<file path="src/logic/fswp_pkg.sv">
// constants shared by the status and write-protection block
package fswp_pkg;
  // status register field positions and reset value
  localparam int unsigned BUSY_BIT    = 0;
  localparam int unsigned LATCH_BIT   = 1;
  localparam int unsigned PROTECT_LSB = 2;
  localparam int unsigned PROTECT_MSB = 5;
  localparam int unsigned QUAD_BIT    = 6;
  localparam int unsigned LOCK_BIT    = 7;
  localparam logic [7:0]  STATUS_RESET = 8'h00;

  // opcodes
  localparam logic [7:0] OP_WRITE_UNLOCK   = 8'h06;
  localparam logic [7:0] OP_WRITE_LOCK     = 8'h04;
  localparam logic [7:0] OP_STATUS_READ    = 8'h05;
  localparam logic [7:0] OP_STATUS_WRITE   = 8'h01;
  localparam logic [7:0] OP_FUNCTION_WRITE = 8'h42;
  localparam logic [7:0] OP_PAGE_PROGRAM   = 8'h02;
  localparam logic [7:0] OP_QUAD_PROGRAM_A = 8'h32;
  localparam logic [7:0] OP_QUAD_PROGRAM_B = 8'h38;
  localparam logic [7:0] OP_INFO_ROW_PROG  = 8'h62;
  localparam logic [7:0] OP_SECTOR_ERASE_A = 8'hd7;
  localparam logic [7:0] OP_SECTOR_ERASE_B = 8'h20;
  localparam logic [7:0] OP_ERASE_32K      = 8'h52;
  localparam logic [7:0] OP_ERASE_64K      = 8'hd8;
  localparam logic [7:0] OP_FULL_ERASE_A   = 8'hc7;
  localparam logic [7:0] OP_FULL_ERASE_B   = 8'h60;

  // frame lengths in whole bytes (byte counter saturates at the longest)
  localparam logic [2:0] BYTES_OPCODE  = 3'h1;
  localparam logic [2:0] BYTES_REGDATA = 3'h2;
  localparam logic [2:0] BYTES_ERASE   = 3'h4;
  localparam logic [2:0] BYTES_PROGRAM = 3'h5;
  localparam logic [2:0] BIT_LAST      = 3'h7;

  // block index inside the 24-bit address (64 KB blocks)
  localparam int unsigned BLOCK_LSB = 16;
  localparam int unsigned BLOCK_MSB = 18;

  // synchroniser lanes for the pins
  localparam int unsigned PIN_SCK   = 0;
  localparam int unsigned PIN_CS_N  = 1;
  localparam int unsigned PIN_SI    = 2;
  localparam int unsigned PIN_WP_N  = 3;
  localparam int unsigned PIN_PAUSE = 4;
  localparam int unsigned PIN_COUNT = 5;

  typedef enum logic [2:0] {
    DENS_4M,
    DENS_2M,
    DENS_1M,
    DENS_512K,
    DENS_256K
  } fswp_density_type;
endpackage

</file>
<file path="src/logic/fswp_protect_map.sv">
// maps protect level code and block index to a protected hit
module fswp_protect_map #(
  parameter fswp_pkg::fswp_density_type DENSITY = fswp_pkg::DENS_4M
) (
  // protect level and target
  input  wire logic [3:0] level,
  input  wire logic [2:0] block,
  // result
  output logic            hit
);
  logic [7:0] mask;
  logic [2:0] idx;

  // one bit per 64 KB block; addresses past the array wrap
  always_comb begin
    mask = 8'h00;
    idx  = block;
    unique case (DENSITY)
      fswp_pkg::DENS_4M: begin
        case (level)
          4'h0, 4'hf: mask = 8'h00;
          4'h1:       mask = 8'h80;
          4'h2:       mask = 8'hc0;
          4'h3:       mask = 8'hf0;
          4'hc:       mask = 8'h0f;
          4'hd:       mask = 8'h03;
          4'he:       mask = 8'h01;
          default:    mask = 8'hff;
        endcase
      end
      fswp_pkg::DENS_2M: begin
        idx = {1'b0, block[1:0]};
        case (level)
          4'h0, 4'hf: mask = 8'h00;
          4'h1:       mask = 8'h08;
          4'h2:       mask = 8'h0c;
          4'hd:       mask = 8'h03;
          4'he:       mask = 8'h01;
          default:    mask = 8'h0f;
        endcase
      end
      fswp_pkg::DENS_1M: begin
        idx = {2'h0, block[0]};
        case (level)
          4'h0, 4'hf: mask = 8'h00;
          4'h1:       mask = 8'h02;
          4'he:       mask = 8'h01;
          default:    mask = 8'h03;
        endcase
      end
      fswp_pkg::DENS_512K, fswp_pkg::DENS_256K: begin
        mask = (level == 4'h0 || level == 4'hf) ? 8'h00 : 8'hff;
      end
    endcase
    hit = mask[idx];
  end
endmodule

</file>
<file path="src/logic/fswp_status_protect.sv">
// status register, write latch and write-protection gate of the serial flash
module fswp_status_protect #(
  parameter fswp_pkg::fswp_density_type DENSITY = fswp_pkg::DENS_4M
) (
  // clock and reset
  input  wire logic        clk,
  input  wire logic        rst,
  // serial pins
  input  wire logic        sck,
  input  wire logic        cs_n,
  input  wire logic        si,
  output logic             so,
  output logic             so_oe,
  // third and fourth pins, read only here
  input  wire logic        data_line_2_in,
  input  wire logic        data_line_3_in,
  // internal operation engine
  output logic             op_start,
  output logic [7:0]       op_code,
  output logic [23:0]      op_addr,
  output logic [7:0]       op_data,
  input  wire logic        op_done,
  // status view
  output logic [7:0]       status_and_protection,
  output logic             quad_pin_enable
);
  // pin synchronisers
  logic [fswp_pkg::PIN_COUNT-1:0] pin_meta;
  logic [fswp_pkg::PIN_COUNT-1:0] pin_sync;
  logic                           sck_prev;
  logic                           cs_prev;

  // serial front end
  logic [7:0]  shreg;
  logic [2:0]  bitpos;
  logic [2:0]  bytes;
  logic [7:0]  opcode;
  logic [23:0] addr;
  logic [7:0]  wdata;

  // status bits
  logic       busy_flag;
  logic       write_latch;
  logic [3:0] protect_level;
  logic       status_write_lock;

  logic [7:0]  next_shreg;
  logic [2:0]  next_bitpos;
  logic [2:0]  next_bytes;
  logic [7:0]  next_opcode;
  logic [23:0] next_addr;
  logic [7:0]  next_wdata;
  logic        next_busy_flag;
  logic        next_write_latch;
  logic [3:0]  next_protect_level;
  logic        next_quad_pin_enable;
  logic        next_status_write_lock;
  logic        next_so;
  logic        next_so_oe;
  logic        next_op_start;
  logic [7:0]  next_op_code;
  logic [23:0] next_op_addr;
  logic [7:0]  next_op_data;

  // decode helpers
  logic       sck_rise;
  logic       sck_fall;
  logic       cs_rise;
  logic       paused;
  logic       wp_eff;
  logic       aligned;
  logic       small_dens;
  logic       prot_hit;
  logic       is_unlock;
  logic       is_lock;
  logic       is_swr;
  logic       is_fwr;
  logic       is_prog;
  logic       is_info;
  logic       is_erase;
  logic       is_full;
  logic       swr_ok;
  logic       accept;
  logic [7:0] live_status;

  // two flops per pin; only the second stage and later are looked at
  always_ff @(posedge clk) begin
    if (rst) begin
      pin_meta <= 5'h1a;
      pin_sync <= 5'h1a;
      sck_prev <= 1'b0;
      cs_prev  <= 1'b1;
    end else begin
      pin_meta <= {data_line_3_in, data_line_2_in, si, cs_n, sck};
      pin_sync <= pin_meta;
      sck_prev <= pin_sync[fswp_pkg::PIN_SCK];
      cs_prev  <= pin_sync[fswp_pkg::PIN_CS_N];
    end
  end

  // edges of the sampled link clock and select
  assign sck_rise = pin_sync[fswp_pkg::PIN_SCK] & ~sck_prev;
  assign sck_fall = ~pin_sync[fswp_pkg::PIN_SCK] & sck_prev;
  assign cs_rise  = pin_sync[fswp_pkg::PIN_CS_N] & ~cs_prev;

  // pin roles follow quad enable; in quad mode neither pin gates anything
  assign paused = ~quad_pin_enable & ~pin_sync[fswp_pkg::PIN_PAUSE];
  assign wp_eff = quad_pin_enable | pin_sync[fswp_pkg::PIN_WP_N];

  assign live_status = {status_write_lock, quad_pin_enable, protect_level,
                        write_latch, busy_flag};

  assign small_dens = (DENSITY == fswp_pkg::DENS_512K) || (DENSITY == fswp_pkg::DENS_256K);

  fswp_protect_map #(
    .DENSITY (DENSITY)
  ) u_map (
    .level (protect_level),
    .block (addr[fswp_pkg::BLOCK_MSB:fswp_pkg::BLOCK_LSB]),
    .hit   (prot_hit)
  );

  // command classes; a frame must end on a byte boundary with the right length
  always_comb begin
    aligned   = (bitpos == 3'h0);
    is_unlock = (opcode == fswp_pkg::OP_WRITE_UNLOCK) && (bytes == fswp_pkg::BYTES_OPCODE);
    is_lock   = (opcode == fswp_pkg::OP_WRITE_LOCK) && (bytes == fswp_pkg::BYTES_OPCODE);
    is_swr    = (opcode == fswp_pkg::OP_STATUS_WRITE) && (bytes == fswp_pkg::BYTES_REGDATA);
    is_fwr    = (opcode == fswp_pkg::OP_FUNCTION_WRITE) && (bytes == fswp_pkg::BYTES_REGDATA);
    is_info   = (opcode == fswp_pkg::OP_INFO_ROW_PROG) && (bytes == fswp_pkg::BYTES_PROGRAM);
    is_prog   = ((opcode == fswp_pkg::OP_PAGE_PROGRAM) || (opcode == fswp_pkg::OP_QUAD_PROGRAM_A)
                || (opcode == fswp_pkg::OP_QUAD_PROGRAM_B)) && (bytes == fswp_pkg::BYTES_PROGRAM);
    is_erase  = ((opcode == fswp_pkg::OP_SECTOR_ERASE_A) || (opcode == fswp_pkg::OP_SECTOR_ERASE_B)
                || (opcode == fswp_pkg::OP_ERASE_32K) || (opcode == fswp_pkg::OP_ERASE_64K))
                && (bytes == fswp_pkg::BYTES_ERASE);
    is_full   = ((opcode == fswp_pkg::OP_FULL_ERASE_A) || (opcode == fswp_pkg::OP_FULL_ERASE_B))
                && (bytes == fswp_pkg::BYTES_OPCODE)
                && (DENSITY != fswp_pkg::DENS_256K)
                && (protect_level == 4'h0);
    swr_ok    = ~(status_write_lock & ~wp_eff);
    // every write-type path needs the latch and an idle engine
    accept    = cs_rise && aligned && !busy_flag && write_latch
                && ((is_swr && swr_ok) || is_fwr || is_info || is_full
                || ((is_prog || is_erase) && !prot_hit));
  end

  // serial front end, status bits and launch of internal operations
  always_comb begin
    next_shreg             = shreg;
    next_bitpos            = bitpos;
    next_bytes             = bytes;
    next_opcode            = opcode;
    next_addr              = addr;
    next_wdata             = wdata;
    next_busy_flag         = busy_flag;
    next_write_latch       = write_latch;
    next_protect_level     = protect_level;
    next_quad_pin_enable   = quad_pin_enable;
    next_status_write_lock = status_write_lock;
    next_so                = so;
    next_so_oe             = so_oe;
    next_op_start          = 1'b0;
    next_op_code           = op_code;
    next_op_addr           = op_addr;
    next_op_data           = op_data;

    if (pin_sync[fswp_pkg::PIN_CS_N]) begin
      // deselected: frame counters restart, output released
      next_bitpos = 3'h0;
      next_bytes  = 3'h0;
      next_so_oe  = 1'b0;
    end else if (!paused) begin
      if (sck_rise) begin
        next_shreg  = {shreg[6:0], pin_sync[fswp_pkg::PIN_SI]};
        next_bitpos = bitpos + 3'h1;
        if (bitpos == fswp_pkg::BIT_LAST) begin
          if (bytes != fswp_pkg::BYTES_PROGRAM) begin
            next_bytes = bytes + 3'h1;
          end
          unique case (bytes)
            3'h0: next_opcode = next_shreg;
            3'h1: begin
              next_addr[23:16] = next_shreg;
              next_wdata       = next_shreg;
            end
            3'h2: next_addr[15:8] = next_shreg;
            3'h3: next_addr[7:0]  = next_shreg;
            default: ;
          endcase
        end
      end
      // status bits leave msb first, one per falling edge, repeating
      if (sck_fall && (bytes != 3'h0) && (opcode == fswp_pkg::OP_STATUS_READ)) begin
        next_so    = live_status[3'h7 - bitpos];
        next_so_oe = 1'b1;
      end
    end else begin
      // pause tri-states the output but keeps the frame position
      next_so_oe = 1'b0;
    end

    // latch commands are plain register writes; refused while busy
    if (cs_rise && aligned && !busy_flag) begin
      if (is_unlock) begin
        next_write_latch = 1'b1;
      end else if (is_lock) begin
        next_write_latch = 1'b0;
      end
    end

    if (accept) begin
      next_busy_flag = 1'b1;
      next_op_start  = 1'b1;
      next_op_addr   = addr;
      next_op_data   = wdata;
      next_op_code   = (small_dens && opcode == fswp_pkg::OP_ERASE_64K)
                       ? fswp_pkg::OP_ERASE_32K : opcode;
      if (is_swr) begin
        // latch bit of the data byte is dropped on purpose
        next_status_write_lock = wdata[fswp_pkg::LOCK_BIT];
        next_quad_pin_enable   = wdata[fswp_pkg::QUAD_BIT];
        next_protect_level     = wdata[fswp_pkg::PROTECT_MSB:fswp_pkg::PROTECT_LSB];
      end
    end

    // engine finished: busy and latch drop together
    if (busy_flag && op_done) begin
      next_busy_flag   = 1'b0;
      next_write_latch = 1'b0;
    end
  end

  // register stage; non-volatile bits restart from their shipped zero
  always_ff @(posedge clk) begin
    if (rst) begin
      shreg             <= 8'h00;
      bitpos            <= 3'h0;
      bytes             <= 3'h0;
      opcode            <= 8'h00;
      addr              <= 24'h000000;
      wdata             <= 8'h00;
      busy_flag         <= fswp_pkg::STATUS_RESET[fswp_pkg::BUSY_BIT];
      write_latch       <= fswp_pkg::STATUS_RESET[fswp_pkg::LATCH_BIT];
      protect_level     <= fswp_pkg::STATUS_RESET[fswp_pkg::PROTECT_MSB:fswp_pkg::PROTECT_LSB];
      quad_pin_enable   <= fswp_pkg::STATUS_RESET[fswp_pkg::QUAD_BIT];
      status_write_lock <= fswp_pkg::STATUS_RESET[fswp_pkg::LOCK_BIT];
      so                <= 1'b0;
      so_oe             <= 1'b0;
      op_start          <= 1'b0;
      op_code           <= 8'h00;
      op_addr           <= 24'h000000;
      op_data           <= 8'h00;
    end else begin
      shreg             <= next_shreg;
      bitpos            <= next_bitpos;
      bytes             <= next_bytes;
      opcode            <= next_opcode;
      addr              <= next_addr;
      wdata             <= next_wdata;
      busy_flag         <= next_busy_flag;
      write_latch       <= next_write_latch;
      protect_level     <= next_protect_level;
      quad_pin_enable   <= next_quad_pin_enable;
      status_write_lock <= next_status_write_lock;
      so                <= next_so;
      so_oe             <= next_so_oe;
      op_start          <= next_op_start;
      op_code           <= next_op_code;
      op_addr           <= next_op_addr;
      op_data           <= next_op_data;
    end
  end

  assign status_and_protection = live_status;
endmodule

</file>
<file path="config.mk">
export PLATFORM = sky130hd
export DESIGN_NAME = fswp_status_protect
export DESIGN_NICKNAME = d
export VERILOG_FILES = /design/src/logic/fswp_pkg.sv /design/src/logic/fswp_protect_map.sv /design/src/logic/fswp_status_protect.sv
export SDC_FILE = /design/constraint.sdc
export NUM_CORES = 1
export LEC_CHECK = 0
export ABC_AREA = 1
export BUFFER_PORTS_ARGS = -buffer_cell sky130_fd_sc_hd__buf_4
export CORE_UTILIZATION = 30
export CTS_BUF_LIST = sky130_fd_sc_hd__clkbuf_2 sky130_fd_sc_hd__clkbuf_4 sky130_fd_sc_hd__clkbuf_8
export CTS_CLUSTER_DIAMETER = 60
export DETAILED_ROUTE_END_ITERATION = 8
export GPL_TIMING_DRIVEN = 0
export PLACE_DENSITY = 0.46
export SETUP_SLACK_MARGIN = 0.3
export SLEW_MARGIN = 30
export SYNTH_ARGS = -nofsm -noshare
export SYNTH_HDL_FRONTEND = slang
export SYNTH_SLANG_ARGS = --single-unit
export TNS_END_PERCENT = 30
</file>
<file path="constraint.sdc">
create_clock -name clk -period 5.2 [get_ports clk]
set_input_delay 0.52 -clock clk [delete_from_list [all_inputs] [get_ports clk]]
set_output_delay 0.52 -clock clk [all_outputs]
set_load 0.005 [all_outputs]
</file>
# Word-level counts from Yosys, hierarchy flattened
# Memory sizes are Yosys's and may differ from the RTL's. A register that Yosys moved wholly into a read port is not among the register bits.
# Index checks and enable logic that the tools add are counted.
[classes]
add_sub_neg = 3
n_eq_ne = 22
reduce_logical = 49
order_cmp = 2
n_bitwise = 15
n_mux = 9
[op_table]
columns = ["op", "count"]
rows = [
  ["8-bit by 7-bit equality test with 1-bit output (second input constant)", 4],
  ["8-bit by 3-bit equality test with 1-bit output (second input constant)", 3],
  ["8-bit by 6-bit equality test with 1-bit output (second input constant)", 3],
  ["8-bit equality test (second input constant)", 3],
  ["5-bit AND reduction", 4],
  ["1-bit logical AND", 18],
  ["1-bit logical OR", 11],
  ["3-bit equality test (second input constant)", 3],
  ["1-bit NOT", 9],
  ["8-bit by 1-bit equality test with 1-bit output (second input constant)", 1],
  ["8-bit by 2-bit equality test with 1-bit output (second input constant)", 1],
  ["3-bit by 4-bit less-than comparator with 1-bit output (second input constant)", 2],
  ["4-bit 2-to-1 mux", 2],
  ["3-bit by 1-bit adder with 3-bit output (second input constant)", 2],
  ["1-bit binary-select mux with 3-bit select", 2],
  ["3-bit by 2-bit equality test with 1-bit output (second input constant)", 2],
  ["3-bit zero test", 2],
  ["2-bit AND reduction", 3],
  ["3-bit AND reduction", 2],
  ["1-bit bitwise AND", 5],
  ["1-bit 2-to-1 mux", 5],
  ["4-bit zero test", 1],
  ["4-bit AND reduction", 1],
  ["2-bit OR reduction", 2],
  ["8 further kinds", 9],
]
[totals]
rom_bits = 128
input_bits = 8
mem_count = 1
reg_bits = 108
word_cells = 123
[mem_list]
columns = ["name", "words", "width", "read_ports", "rd_clocked_by_memory_dff", "wr", "line_no", "source"]
rows = [
  ["(name not given)", 16, 8, 1, 1, 0, "fswp_protect_map.sv:20", "case (level)"],
]

# Longest topological paths before layout
# Gate-level depths: netlist of the first run.
[logic_depth]
ltp_word = 13
mapped_depth = 20
ltp_nobuf = 19

# By module
# A second synthesis of the first run with hierarchy kept.
[unflattened]
hier_cells = 566
area_unflattened_um2 = 4169.0
[modules_own_cells]
columns = ["module", "area_each_um2", "cells_per_inst", "seq_area_each_um2", "instances"]
rows = [
  ["fswp_status_protect", 4106.4, 551, 2001.9, 1],
  ["fswp_protect_map", 62.6, 15, 0.0, 1],
]

# Worst setup path after synthesis of the first run
# No wires, ideal clock.
[synth_timing]
path_type = "register -> register"
from = "register bitpos[0]"
to = "register, netlist name u_map.mask[7]"
period_less_slack_ns = 1.967
arrival_time_ns = 1.846
setup_slack_ns = 3.233
path_stages_with_launch = 15
required_ns = 5.079
n_path_buf = 1
cell_sequence = "dfxtp_1 > clkbuf_1 > inv_1 > ha_1 > nand2_1 > nor4_1 > inv_1 > nor2_1 > nand3_4 > nand2_1 > nand2_1 > nand2_1 > nand2_1 > nand2_1 > nand3_1"
[synth_between]
elab_chain_len = 8
[synth_rtl]
columns = ["item", "line_no", "source"]
rows = [
  ["start: declaration", "fswp_status_protect.sv:35", "logic [2:0] bitpos;"],
  ["start signal: assignment", "fswp_status_protect.sv:255", "bitpos <= next_bitpos;"],
  ["3-bit zero test", "fswp_status_protect.sv:125", "aligned = (bitpos == 3'h0);"],
  ["1-bit logical AND (3 in a row)", "fswp_status_protect.sv:142", "accept = cs_rise && aligned && !busy_flag && write_latch"],
  ["1-bit logical AND", "fswp_status_protect.sv:143", "&& ((is_swr && swr_ok) || is_fwr || is_info || is_full"],
  ["2-bit AND reduction (no line)", "-", ""],
  ["4-bit 2-to-1 mux (no line) (2 in a row)", "-", ""],
]
# Every way passes these cells.
# A chain may end at the register's enable or synchronous reset.

# Worst setup path after layout of the first run
[layout_timing]
from = "register quad_pin_enable"
to = "register addr[13]"
[layout_between]
elab_chain_len = 4
[layout_rtl]
columns = ["item", "line_no", "source"]
rows = [
  ["start: declaration", "fswp_status_protect.sv:25", "output logic quad_pin_enable"],
  ["start signal: assignment", "fswp_status_protect.sv:245", "quad_pin_enable <= fswp_pkg::STATUS_RESET[fswp_pkg::QUAD_BIT];"],
  ["start signal: assignment", "fswp_status_protect.sv:263", "quad_pin_enable <= next_quad_pin_enable;"],
  ["1-bit NOT", "fswp_status_protect.sv:107", "assign paused = ~quad_pin_enable & ~pin_sync[fswp_pkg::PIN_PAUSE];"],
  ["1-bit bitwise AND", "fswp_status_protect.sv:107", ""],
  ["1-bit NOT (no line)", "-", ""],
  ["5-bit AND reduction (no line)", "-", ""],
  ["end signal: assignment", "fswp_status_protect.sv:258", "addr <= next_addr;"],
  ["end: declaration", "fswp_status_protect.sv:38", "logic [23:0] addr;"],
]
# Every way passes these cells.

==> results of run 1 <==
[flip-flops by register name, summed over array words and instances, names as in the netlist, 3 cells and up]
signal and flops:
op_addr 24, bytes 3, u_map.mask 6, protect_level 4, bitpos 3, addr 24
pin_meta 5, shreg 7, opcode 8, op_code 8, pin_sync 5
[stage by stage]
step,area [um^2],power [uW],hold WS [ps]
after floorplan,4270,855,388
after detailed placement,4940,870,394
after CTS,5150,1410,298
after global placement,4940,870,391
final,5150,1390,307
after global routing,5150,1450,304
[critical path: stages (launching register included)]
cell	delay, ps
dfxtp_1	440
nor2_1	150
nor2_1	100
inv_1	100
nor2_1	140
inv_1	80
nor3_1	680
clkbuf_1	400
o21ai_0	140
a21oi_1	130
[final cells by class]
type / instances / area share (%)
Inverter: 59 / 4.33
Multi-Input combinational cell: 347 / 33.7
Sequential cell: 106 / 41.2
Buffer: 35 / 3.79
Tap cell: 180 / 4.37
Clock inverter: 4 / 0.948
Timing Repair Buffer: 59 / 8.60
Clock buffer: 12 / 3.09
[Yosys cell counts (2+ instances only)]
master / instances
dfxtp_1: 106
o21ai_0: 83
nor2_1: 75
a21oi_1: 65
nand2_1: 56
inv_1: 55
clkbuf_1: 17
buf_4: 14
nand3_1: 14
nand4_1: 8
ha_1: 7
or2_2: 7
nand2_2: 6
o21ai_1: 6
a211oi_1: 4
nor3_1: 4
buf_2: 3
inv_2: 3
nor2_4: 3
nand3_4: 2
nor4_1: 2
[worst min path at each step]
stage	start	to	slack (ps)	depth (start not counted)
after floorplan	pin_meta[0]	pin_sync[0]	390	2
after global placement	pin_meta[4]	pin_sync[4]	390	1
after detailed placement	pin_meta[1]	pin_sync[1]	390	1
after CTS	cs_n	pin_meta[1]	300	2
after global routing	data_line_3_in	pin_meta[4]	300	2
final	cs_n	pin_meta[1]	310	2
[where the power goes]
| part | internal, uW | total, uW | leakage, uW | switching, uW |
|---|---|---|---|---|
| Clock | 255 | 542 | 0.000110 | 287 |
| Sequential | 816 | 817 | 0.000856 | 1.47 |
| Combinational | 11.1 | 33.3 | 0.00122 | 22.3 |
| Total | 1080 | 1390 | 0.00218 | 311 |
[logic make-up after synthesis]
| logic type | Yosys count |
|---|---|
| compound gates | 160 |
| fa+ha+maj | 7 |
| buf+inv | 94 |
| flops | 106 |
| simple gates | 180 |
[per-layer routing]
metal	track usage [%]	share of wire (%)
met5	0	0
met2	24.5	45
met4	7.95	2.5
met1	20.4	49
met3	2.68	3.4
==> impl_metrics.py, run 1 <==
metrics = {
    "outcome": {
        "status": "complete, no violations",
    },
    "sta": {
        "finalCriticalPeriod_ps": 2430,
        "fin_crit_sh_pct": 46.8,
        "maxSlewHeadroom_pct": 40.4,
        "worst_slew_pin_slew_ps": 887,
        "fin_skew_ps": 11.1,
        "fin_setup_tns_ps": 0,
        "hold_violations": 0,
        "maxSlewViolCount": 0,
        "setup_slack_ps": 2770,
        "max_freq_ghz": 0.411,
        "rsz0062_at_grt": "false",
        "setup_viol": 0,
    },
    "clocking": {
        "clkTransAtPathRegs_ps": 100,
        "cts_inserted_buffers": 9,
        "cts_hold_buf": 0,
        "h-tree-depth": 3,
        "cts_resized": 0,
        "cts_root_buf": "clkbuf_8",
        "clock_sinks": 106,
        "postCtsSetupBuffers": 0,
        "clock_latency_ps": 390,
        "cts_buffer_depth": 2,
        "cts_tree": "built",
    },
    "synth": {
        "synth.net_count": 562,
        "postSynth.asyncResetShare_pct": 0,
        "syn_inst": 547,
        "yosysUniqueCellTypes": 28,
        "syn-mean-instance-area_um2": 7.81,
        "yosys-mux-area-fraction_pct": 0,
        "synth_edf_count": 0,
        "synth_top_area_share_pct": 49.7,
        "synthesis.yosys.warnings": 0,
        "synthAdderAreaFrac_pct": 2.05,
        "synth-main-ff-cell": "dfxtp_1",
        "synth-simple-area-share_pct": 19.4,
        "syn_area_um2": 4270,
        "ys_top_cells_by_area": "dfxtp_1, o21ai_0, a21oi_1",
        "synth_top_family_by_area": "simple AND/OR/NAND/NOR gates",
        "ys_seq_area_share_pct": 49.7,
        "synth_area_leader_cell": "dfxtp_1",
        "synth_compound_area_share_pct": 19.1,
        "synth-seq-cells": 106,
        "synth_xor_area_share_pct": 0,
    },
    "placement": {
        "dp_hpwl_mm": 8.10,
        "port-buffer-count": 59,
        "place_inst": 786,
        "gp_congestion": 0.831,
        "dpl_worst_slack_ps": 2740,
    },
    "cells_and_area": {
        "area_growth_pct": 20.5,
        "nets": 632,
        "mostFrequentLayoutCells": "dfxtp_1, o21ai_0, nor2_1, buf_4, a21oi_1",
        "final_core_util_pct": 37.1,
        "drive_gt1_share_pct": 19.0,
        "nFillCells": 1496,
        "multiInputGateArea_um2": 1730,
        "antenna_cells": 0,
        "finalNonFillerCells": 802,
        "final_common_cell": "dfxtp_1",
        "seqCellArea_um2": 2120,
    },
    "power": {
        "irDropWorstVdd_v": 0.0000972,
        "powerDensity_nw_per_um2": 271,
        "leakage_uw": 0.00218,
    },
    "critical_path": {
        "crit-reg2reg-launch": "quad_pin_enable",
        "cp.required_ps": 5520,
        "rr_worst_depth": 9,
        "crit_start": "quad_pin_enable",
        "r2r-end": "addr[13]",
        "critical_path_class": "flop to flop",
        "cp-end-kind": "flop",
        "cp-start-kind": "flop",
        "crit_fanout": 10,
        "critPathArrivalTime_ps": 2750,
        "endpoint": "addr[13]",
        "reg2reg_setup_slack_ps": 2770,
    },
    "floorplan": {
        "fp.coreArea_um2": 13900,
        "pin_count": 60,
        "dieWidth_um": 121,
        "die_height_um": 121,
        "fp-row-count": 43,
        "die_area_um2": 14700,
        "start_util_pct": 30.8,
    },
    "min_path": {
        "hold_class": "input pin to flop",
    },
    "global_route": {
        "grt_max_degree": 17,
        "grt_pass1_vias": 3420,
        "antenna_found_initial": 0,
        "grt_util_all_layers_pct": 15.6,
        "grt_pass1_wl_mm": 17.5,
        "grt_overflow": 0,
    },
    "route": {
        "drc": 0,
        "first_pass_iters": 4,
        "postRouteAntennaNets": 0,
        "drt_iter0_drc": 204,
        "wl_per_cell_um": 13.6,
        "viasPerCell": 4.57,
        "vias": 3663,
        "drt-total-wl_mm": 10.9,
    },
    "job": {
        "maxCapViolCount": 0,
    },
}
Note: power is estimated with default switching activity, not from simulation.
==> run 2: changes to the inputs <==
Settings changed: PLACE_DENSITY 0.46 to 0.48.
Clock period 5.2 ns to 2.2 ns, I/O delays scaled along.
==> impl_metrics.py, run 2 (synthesis gave the netlist of run 1 again) <==
metrics = {
    "cells_and_area": {
        "nets": 647,
        "reg_top3": "addr x24, op_addr x24",
        "seqCellArea_um2": 2150,
        "mostFrequentLayoutCells": "dfxtp_1, buf_4, nor2_1, a21oi_1, o21ai_0",
        "area_growth_pct": 30.4,
        "drive_gt1_share_pct": 31.4,
        "finalNonFillerCells": 816,
        "final_core_util_pct": 40.1,
        "antenna_cells": 0,
        "final_common_cell": "dfxtp_1",
        "multiInputGateArea_um2": 1950,
        "nFillCells": 1437,
    },
    "sta": {
        "hold_ws_ps": 14.9,
        "hold_violations": 0,
        "fin_skew_ps": 8.84,
        "worst_slew_pin_slew_ps": 621,
        "max_freq_ghz": 0.513,
        "maxSlewHeadroom_pct": 58.2,
        "finalCriticalPeriod_ps": 1950,
        "fin_crit_sh_pct": 88.6,
        "fin_setup_tns_ps": 0,
        "maxSlewViolCount": 0,
        "rsz0062_at_grt": "true",
        "setup_viol": 0,
    },
    "power": {
        "combPwrFrac_pct": 2.7,
        "leakage_uw": 0.00239,
        "powerDensity_nw_per_um2": 567,
        "power.share.switching_pct": 23.4,
        "irDropWorstVdd_v": 0.000393,
        "intPower_uw": 2420,
        "p_clk_share_pct": 36.3,
        "power.switching_uw": 737,
        "sequentialPowerShare_pct": 61.0,
    },
    "clocking": {
        "cts_buffer_depth": 2,
        "cts_root_buf": "clkbuf_8",
        "clock_latency_ps": 400,
        "clkTransAtPathRegs_ps": 100,
        "cts_tree": "built",
        "cts_inserted_buffers": 9,
        "clock_sinks": 106,
        "h-tree-depth": 3,
    },
    "route": {
        "drt_iter0_drc": 133,
        "postRouteAntennaNets": 0,
        "first_pass_iters": 4,
        "wl_per_cell_um": 13.6,
        "vias": 3738,
        "viasPerCell": 4.58,
        "drc": 0,
        "drt-total-wl_mm": 11.1,
    },
    "global_route": {
        "grt_pass1_wl_mm": 17.8,
        "grt_pass1_vias": 3457,
        "antenna_found_initial": 0,
        "grt_overflow": 0,
        "grt_max_degree": 17,
        "grt_util_all_layers_pct": 15.9,
    },
    "critical_path": {
        "critical_path_class": "flop to flop",
        "cp.required_ps": 2490,
        "crit-reg2reg-launch": "bytes[0]",
        "cp-start-kind": "flop",
        "cp-end-kind": "flop",
        "r2r-end": "u_map.mask[7]",
        "crit_start": "bytes[0]",
        "critPathArrivalTime_ps": 2240,
        "rr_worst_depth": 15,
        "reg2reg_setup_slack_ps": 250,
        "crit_fanout": 6,
    },
    "min_path": {
        "hold_class": "input pin to flop",
        "hold_path_end": "pin_meta[3]",
        "min-delay-start": "data_line_2_in",
        "hold_depth": 2,
    },
    "placement": {
        "place_inst": 786,
        "dp_hpwl_mm": 8.05,
        "gp_congestion": 0.827,
        "port-buffer-count": 59,
    },
    "floorplan": {
        "start_util_pct": 30.8,
        "die_area_um2": 14700,
        "fp-row-count": 43,
        "fp.coreArea_um2": 13900,
        "dieWidth_um": 121,
        "die_height_um": 121,
        "pin_count": 60,
    },
    "outcome": {
        "status": "complete, no violations",
    },
    "job": {
        "maxCapViolCount": 0,
    },
}
==> run 2: changes by cell type in the layout (fill, tap and decap cells not counted), moves of 6 or more <==
cell      delta
dfxtp_2      +7
nor2_1       -6
inv_1        -9
nand2_4      +8
nand2_1     -19
buf_4       +12
o21ai_0     -20
o21ai_1     +17
dfxtp_4      +6
nand2_2     +11
inv_2        +6
dfxtp_1     -13
clkbuf_1     -7
==> run 2: cell type report <==
cell class,instances,area share [%]
Sequential cell,106,38.6
Multi-Input combinational cell,347,35.0
Timing Repair Buffer,74,10.1
Buffer,35,4.85
Inverter,59,4.24
Tap cell,180,4.04
Clock buffer,11,2.72
Clock inverter,4,0.472
==> run 2: power groups by stage <==
stage               sequential, uW  combinational [uW]  clock (uW)
floorplan                     1980                46.5           0
global placement              1980                78.2           0
detailed placement            1980                78.6           0
CTS                           1930                84.4        1180
global route                  1930                96.8        1260
finish                        1920                86.0        1150
==> run 2: per-layer routing <==
metal / vias up / GRT usage, % / part of all wire, %
li1: 1943 / - / -
met5: - / 0 / 0
met4: 0 / 5.02 / 1.3
met1: 1708 / 21.0 / 48
met3: 12 / 4.09 / 4.4
met2: 75 / 25.2 / 47
==> run 2: critical path, cell delays in order (launching register included) <==
cell and delay [ps]:
dfxtp_4 380, inv_4 70, ha_4 130, nand2_2 90
nor3_4 240, o21ai_1 90, nand2_1 80, nor2_2 50
nand2_4 110, nand3_4 140, nand2_2 130, nand2_4 70
nand2_4 80, nand2_2 60, nand2_2 70, nand3_2 50
==> run 2: worst max-delay path by stage <==
| stage | to | slack (ps) | cells after the start |
|---|---|---|---|
| 2_1_floorplan | u_map.mask[7] | 310 | 15 |
| 3_3_place_gp | addr[13] | -190 | 9 |
| 3_5_place_dp | addr[14] | -230 | 9 |
| 4_1_cts | u_map.mask[0] | 210 | 14 |
| 5_1_grt | u_map.mask[7] | 120 | 19 |
| 6_report | u_map.mask[7] | 250 | 15 |
==> run 2: timing repair <==
item	4_1_cts	5_1_grt
buffers inserted	9	4
pin swaps	15	19
hold buffers	2	0
resized for setup	59	79
endpoints found under the hold margin	2	0
endpoints found under the setup margin	70	84
==> run 2: stage by stage <==
step | power [uW] | setup slack (ps) | area, um^2
4_1_cts | 3200 | 214 | 5360
6_report | 3160 | 250 | 5570
2_1_floorplan | 2020 | 309 | 4280
3_3_place_gp | 2050 | -191 | 4940
5_1_grt | 3280 | 118 | 5570
3_5_place_dp | 2060 | -225 | 4940
